`src/smc_consts.svh`:
```
// Purpose: Named constants for the standby mode controller
// Assumes: Included by the package and the design module
// Notes: Mode request codes and reset source bit positions
`ifndef SMC_CONSTS_SVH
`define SMC_CONSTS_SVH

// Requested mode codes
`define SMC_REQ_NONE 3'h0
`define SMC_REQ_HALT 3'h1
`define SMC_REQ_IDLE_MODE_ONE 3'h2
`define SMC_REQ_IDLE_MODE_TWO 3'h3
`define SMC_REQ_STOP 3'h4
`define SMC_REQ_SLEEP 3'h5
`define SMC_REQ_SWSTBY 3'h6

// Reset source bit positions
`define SMC_RST_PIN 0
`define SMC_RST_WDOG2 1
`define SMC_RST_LVD 2
`define SMC_RST_CLKMON 3
`define SMC_RST_POR 4
`define SMC_RST_VMON 5
`define SMC_RST_IWDOG 6
`define SMC_RST_W 7

`endif

```
`src/smc_pkg.sv`:
```
// Purpose: Types shared by the standby mode controller
// Assumes: Constants header is available
// Notes: Carrier structs and state encoding
`include "smc_consts.svh"

package smc_pkg;

    typedef enum logic [2:0] {
        SMC_RUN = 3'b000,
        SMC_HALT = 3'b001,
        SMC_IDLE_MODE_ONE = 3'b010,
        SMC_IDLE_MODE_TWO = 3'b011,
        SMC_STOP = 3'b100,
        SMC_SLEEP = 3'b101,
        SMC_SWSTBY = 3'b110
    } smc_state_t;

    // Wake sources presented to the block
    typedef struct packed {
        logic nmi;
        logic [7:0] irq;
        logic [7:0] irq_mask;
        logic [7:0] irq_standby_ok;
        logic [`SMC_RST_W-1:0] rst_src;
    } smc_wake_t;

    // Clock and circuit gates driven by the block
    typedef struct packed {
        logic cpu_clk_en;
        logic main_osc_en;
        logic pll_en;
        logic flash_en;
        logic periph_en;
        logic wdog_avail;
        logic sys_clk_sel_sub;
    } smc_gate_t;

    // Whole module state
    typedef struct packed {
        smc_state_t mode;
        logic pll_saved;
        logic pll_on;
        logic sub_run;
        logic woke;
        smc_gate_t gate;
    } smc_regs_t;

endpackage : smc_pkg

```
`src/smc_standby_ctrl.sv`:
```
// Purpose: Standby mode controller gating clocks and waking on events
// Assumes: All inputs synchronous to sys_clk
// Notes: One packed state struct, filled combinationally then registered
// How it works
// - Halt stops only the CPU clock
// - NMI or unmasked interrupt exits primary modes
// - Any listed reset source ends standby
// - Idle one keeps oscillator, PLL, flash
// - Idle two restores PLL state on exit, except when a reset source ends it (PLL then off)
// - Stop halts every internal circuit except the watchdog, which stays available
// - Subclock mode clocks whole system from subclock
// - Sleep mode makes ordinary watchdog unavailable
// - Sleep cancelled by any interrupt or reset
// - Software standby wakes on standby-capable interrupts
`timescale 1ns/1ps
`include "smc_consts.svh"

module smc_standby_ctrl (
    // Clock and reset
    input wire logic sys_clk,
    input wire logic sys_rst,
    // Software requests
    input wire logic [2:0] mode_req,
    input wire logic mode_req_valid,
    input wire logic pll_on_req,
    input wire logic pll_off_req,
    input wire logic subclock_sel,
    // Wake sources
    input wire smc_pkg::smc_wake_t wake,
    // Gate outputs and status
    output smc_pkg::smc_gate_t gate,
    output smc_pkg::smc_state_t mode,
    output logic wake_pulse
);

    smc_pkg::smc_regs_t r;
    smc_pkg::smc_regs_t next_r;

    // Unmasked maskable interrupt pending
    function automatic logic smc_unmasked(input logic [7:0] irq, input logic [7:0] msk);
        smc_unmasked = |(irq & ~msk);
    endfunction : smc_unmasked

    // Gate pattern for a given mode
    function automatic smc_pkg::smc_gate_t smc_gates(input smc_pkg::smc_state_t m,
                                                     input logic pll, input logic sub);
        smc_pkg::smc_gate_t g;
        g.cpu_clk_en = 1'b1;
        g.main_osc_en = ~sub;
        g.pll_en = pll & ~sub;
        g.flash_en = 1'b1;
        g.periph_en = 1'b1;
        g.wdog_avail = 1'b1;
        g.sys_clk_sel_sub = sub;
        case (m)
            smc_pkg::SMC_HALT: begin
                g.cpu_clk_en = 1'b0;
            end
            smc_pkg::SMC_IDLE_MODE_ONE, smc_pkg::SMC_IDLE_MODE_TWO: begin
                g.cpu_clk_en = 1'b0;
                g.main_osc_en = ~sub;
                g.flash_en = 1'b1;
                g.periph_en = 1'b0;
            end
            smc_pkg::SMC_STOP: begin
                g.cpu_clk_en = 1'b0;
                g.main_osc_en = 1'b0;
                g.pll_en = 1'b0;
                g.flash_en = 1'b0;
                g.periph_en = 1'b0;
            end
            smc_pkg::SMC_SLEEP: begin
                g.cpu_clk_en = 1'b0;
                g.wdog_avail = 1'b0;
            end
            smc_pkg::SMC_SWSTBY: begin
                g.cpu_clk_en = 1'b0;
                g.main_osc_en = 1'b0;
                g.pll_en = 1'b0;
                g.flash_en = 1'b0;
                g.periph_en = 1'b0;
            end
            default: begin
                g.cpu_clk_en = 1'b1;
            end
        endcase
        smc_gates = g;
    endfunction : smc_gates

    logic any_rst;
    logic primary_wake;
    logic any_irq;
    logic standby_wake;

    // Wake qualification
    always_comb begin
        any_rst = |wake.rst_src;
        primary_wake = wake.nmi | smc_unmasked(wake.irq, wake.irq_mask);
        any_irq = wake.nmi | (|wake.irq);
        standby_wake = wake.nmi | (|(wake.irq & wake.irq_standby_ok));
    end

    // Next-state logic
    always_comb begin
        next_r = r;
        next_r.woke = 1'b0;
        next_r.sub_run = subclock_sel;
        if (r.mode == smc_pkg::SMC_RUN) begin
            // Software drives PLL normally only while running
            if (pll_on_req) begin
                next_r.pll_on = 1'b1;
            end else if (pll_off_req) begin
                next_r.pll_on = 1'b0;
            end
        end
        case (r.mode)
            smc_pkg::SMC_RUN: begin
                if (mode_req_valid && !any_rst) begin
                    case (mode_req)
                        `SMC_REQ_HALT: next_r.mode = smc_pkg::SMC_HALT;
                        `SMC_REQ_IDLE_MODE_ONE: next_r.mode = smc_pkg::SMC_IDLE_MODE_ONE;
                        `SMC_REQ_IDLE_MODE_TWO: begin
                            next_r.mode = smc_pkg::SMC_IDLE_MODE_TWO;
                            next_r.pll_saved = next_r.pll_on;
                            next_r.pll_on = 1'b0;
                        end
                        `SMC_REQ_STOP: next_r.mode = smc_pkg::SMC_STOP;
                        `SMC_REQ_SLEEP: next_r.mode = smc_pkg::SMC_SLEEP;
                        `SMC_REQ_SWSTBY: next_r.mode = smc_pkg::SMC_SWSTBY;
                        default: next_r.mode = smc_pkg::SMC_RUN;
                    endcase
                end
            end
            smc_pkg::SMC_HALT, smc_pkg::SMC_IDLE_MODE_ONE, smc_pkg::SMC_STOP: begin
                if (primary_wake || any_rst) begin
                    next_r.mode = smc_pkg::SMC_RUN;
                    next_r.woke = 1'b1;
                end
            end
            smc_pkg::SMC_IDLE_MODE_TWO: begin
                if (primary_wake || any_rst) begin
                    next_r.mode = smc_pkg::SMC_RUN;
                    next_r.pll_on = r.pll_saved;
                    next_r.woke = 1'b1;
                end
            end
            smc_pkg::SMC_SLEEP: begin
                if (any_irq || any_rst) begin
                    next_r.mode = smc_pkg::SMC_RUN;
                    next_r.woke = 1'b1;
                end
            end
            smc_pkg::SMC_SWSTBY: begin
                if (standby_wake || any_rst) begin
                    next_r.mode = smc_pkg::SMC_RUN;
                    next_r.woke = 1'b1;
                end
            end
            default: begin
                next_r.mode = smc_pkg::SMC_RUN;
            end
        endcase
        // Reset wins: clocking resumes, PLL falls back to off
        if (any_rst) begin
            next_r.pll_on = 1'b0;
        end
        next_r.gate = smc_gates(next_r.mode, next_r.pll_on, next_r.sub_run);
    end

    // State register
    always_ff @(posedge sys_clk) begin
        if (sys_rst) begin
            r.mode <= smc_pkg::SMC_RUN;
            r.pll_saved <= 1'b0;
            r.pll_on <= 1'b0;
            r.sub_run <= 1'b0;
            r.woke <= 1'b0;
            r.gate <= '{cpu_clk_en: 1'b1, main_osc_en: 1'b1, pll_en: 1'b0,
                        flash_en: 1'b1, periph_en: 1'b1, wdog_avail: 1'b1,
                        sys_clk_sel_sub: 1'b0};
        end else begin
            r <= next_r;
        end
    end

    assign gate = r.gate;
    assign mode = r.mode;
    assign wake_pulse = r.woke;

endmodule : smc_standby_ctrl

```
`config.mk`:
```
export PLATFORM = sky130hd
export DESIGN_NAME = smc_standby_ctrl
export DESIGN_NICKNAME = d
export VERILOG_FILES = /design/src/smc_pkg.sv /design/src/smc_standby_ctrl.sv
export VERILOG_INCLUDE_DIRS = /design/src
export SDC_FILE = /design/constraint.sdc
export NUM_CORES = 1
export LEC_CHECK = 0
export ABC_AREA = 1
export BUFFER_PORTS_ARGS = -buffer_cell sky130_fd_sc_hd__clkbuf_2
export CAP_MARGIN = 25
export CORE_MARGIN = 1.5
export CORE_UTILIZATION = 45
export CTS_CLUSTER_DIAMETER = 40
export CTS_CLUSTER_SIZE = 16
export DETAILED_ROUTE_END_ITERATION = 8
export PLACE_DENSITY = 0.8
export SLEW_MARGIN = 20
export SYNTH_ARGS = -nofsm -noshare
export SYNTH_HDL_FRONTEND = slang
export SYNTH_SLANG_ARGS = --single-unit
```
`constraint.sdc`:
```
create_clock -name sys_clk -period 2.9 [get_ports sys_clk]
set_input_delay 0.725 -clock sys_clk [delete_from_list [all_inputs] [get_ports sys_clk]]
set_output_delay 0.725 -clock sys_clk [all_outputs]
set_load 0.05 [all_outputs]
```
==> flow_summary.json <==
{
  "dp.cells": 229,
  "grt-ovfl-total": 0,
  "crit_chain": "clkbuf_2",
  "max_freq_mhz": 574,
  "synthArstFlopShare_pct": 0,
  "crit_fanout": 5,
  "synth_top_area_share_pct": 27.4,
  "slew_headroom_pct": 79.7,
  "ff2ff_setup_slack_ns": 1.40,
  "htreeDepth": 1,
  "slew_violations": 0,
  "finalSetupViolCount": 0,
  "hold_viol_final": 0,
  "cts_resized": 0,
  "clock-sinks": 13,
  "ir_drop_mv": 0.173,
  "grt_max_degree": 8,
  "final.setup.worst_slack_ns": 1.16,
  "drc_errors": 0,
  "start_util_pct": 47.9,
  "finClkSkew_ns": 0.00265,
  "nets": 248,
  "netlist_top_cells_count": "nand2_1, inv_1, nor2_1",
  "ios": 52,
  "synth-edff-count": 0,
  "cts_made_buffers": 3,
  "die-area_mm2": 0.00240,
  "place_ws_ns": 0.928,
  "r2r_end": "gate[6]",
  "ys_ff_latch": 13,
  "worstMarginPinSlew_ns": 0.303,
  "grt_first_pass_wirelength_mm": 3.84,
  "clkPwrFrac_pct": 30.5,
  "cpPeakStageDelay_ns": 0.43,
  "dpl-instance-area_mm2": 0.00116,
  "cp.arrival_ns": 1.02,
  "synth_area_leader_cell": "dfxtp_1",
  "cts_setup_buffers": 0,
  "rows": 16,
  "ant_nets": 0,
  "dr.pass1.iters": 4,
  "post_synth_num_cell_types": 20,
  "timing.final.crit_share_pct": 60.1,
  "syn-cell-area_um2": 950,
  "synth_warnings": 0,
  "stdcell_count": 233,
  "crit_type": "reg2out",
  "power.density_mw_per_mm2": 303,
  "p_total_mw": 0.361,
  "p_int_mw": 0.266,
  "path_buf_inv": 1,
  "via_per_inst": 4.77,
  "hold_depth": 2,
  "io_buffer_count": 51,
  "track_usage_pct": 20.1,
  "grt_pass1_vias": 1003,
  "p_leak_nw": 0.710,
  "clockRootBuffer": "clkbuf_4",
  "cts_tree": "yes",
  "final_area_mm2": 0.00119,
  "cpMaxStageDelayCell": "dfxtp_1",
  "holdBufCountCts": 0,
  "seqPwrFrac_pct": 50.0,
  "rsz0062_at_grt": "false",
  "die_h_um": 48.9,
  "clock_path_buffers": 2,
  "synthToLayoutAreaGrowth_pct": 25.3,
  "antenna_found_initial": 0,
  "place_congestion": 0.854,
  "use_met1_pct": 22.5,
  "synth.area.top_cells": "dfxtp_1, nand2_1, inv_1",
  "p_comb_share_pct": 19.5,
  "synth_ff_type": "dfxtp_1",
  "avgRoutedWirePerCell_um": 8.97,
  "grtUsageMet3_pct": 3.07,
  "crit_path_end_kind": "output pin",
  "cts.clk_slew.worst_paths_ns": 0.07,
  "drive_above_1_share_pct": 31.6,
  "synthCells": 161,
  "dp.final_hpwl_mm": 1.87,
  "drt_iter0_drc": 21,
  "synth_nets": 202,
  "reg2regPathDepth": 9,
  "status": "completed",
  "met2_usage_pct": 38.1,
  "die_w_um": 48.9,
  "syn_avg_cell_area_um2": 5.90,
  "hp-start": "r[10]",
  "required_ns": 2.17,
  "power_switching_share_pct": 26.4,
  "n_antenna_cell": 0,
  "clock_latency_ns": 0.27,
  "cp_top_family": "flip-flops",
  "switchingPower_mw": 0.0952,
  "r2r_start": "mode[2]",
  "cap_violations": 0,
  "setup_tns_ns": 0,
  "min_to": "r[10]",
  "finalWirelength_mm": 2.09,
  "vias": 1112,
  "core_mm2": 0.00198,
  "top_usage_layer": "met2",
  "yosysMostFrequentCell": "nand2_1",
  "synth_seq_area_share_pct": 27.4,
  "period_minus_slack_ns": 1.74,
  "crit_path_start_kind": "flip-flop",
  "hold_class": "reg2reg"
}
cell type report:
cell class	instances	area, µm²
clock buffers	4	26.3
fillers	197	792
inverters	31	116
multi-input cells	107	498
flip-flops and latches	13	260
well taps	27	33.8
repair buffers	51	255
cells in the final DEF, fill, tap and decap left out, types with 2 or more instances in the layout:
cell type and count:
dfxtp_1 13, nor2_1 19, nand2_1 45, a21oi_1 5
a21boi_0 2, nor2_2 4, a22oi_1 2, inv_1 28
inv_2 3, clkbuf_4 3, nand3_2 2, nand4_1 3
clkbuf_2 51, nor3_1 2, nand3_1 17
registers in the layout, summed over array words and instances (netlist names):
name	cells
gate	7
mode	3
r	2
wake_pulse	1
power groups by stage:
stage | logic [mW] | clock network [mW] | registers (mW)
floorplan | 0.0353 | 0 | 0.185
global placement | 0.0685 | 0 | 0.185
detailed placement | 0.0707 | 0 | 0.185
CTS | 0.0709 | 0.113 | 0.180
global route | 0.0809 | 0.123 | 0.181
finish | 0.0703 | 0.110 | 0.180
logic make-up (layout without fill, tap and decap cells):
| family | Yosys count | count (layout) | synth area share [%] |
|---|---|---|---|
| and+or+nand+nor | 95 | 95 | 44.7 |
| buffers and inverters | 41 | 86 | 20.2 |
| DFF | 13 | 13 | 27.4 |
| AOI/OAI and AO/OA | 12 | 12 | 7.77 |
worst max-delay path by stage:
stage	cells past startpoint	slack, ns	start	end
3_3_place_gp	13	0.97	wake[0]	gate[5]
6_report	1	1.16	mode[2]	mode[2]
2_1_floorplan	12	1.20	wake[0]	gate[5]
3_5_place_dp	13	0.93	wake[1]	gate[5]
4_1_cts	1	1.16	mode[2]	mode[2]
5_1_grt	12	1.02	wake[1]	gate[4]
metrics by stage:
| stage | hold WS [ns] | utilization, % |
|---|---|---|
| 6_report | 0.487 | 60.0 |
| 3_3_place_gp | 0.451 | 58.7 |
| 4_1_cts | 0.484 | 60.0 |
| 3_5_place_dp | 0.471 | 58.7 |
| 2_1_floorplan | 0.427 | - |
| 5_1_grt | 0.518 | 60.0 |
metal layers:
layer  up-vias  share of wire (%)  wire [µm]
met2        49                 51       1060
met4         0                1.9         40
met1       474                 42        874
met5         -                  0          0
li1        583                  -          -
met3         6                5.4        113
Power figures use the tool's default switching activity.
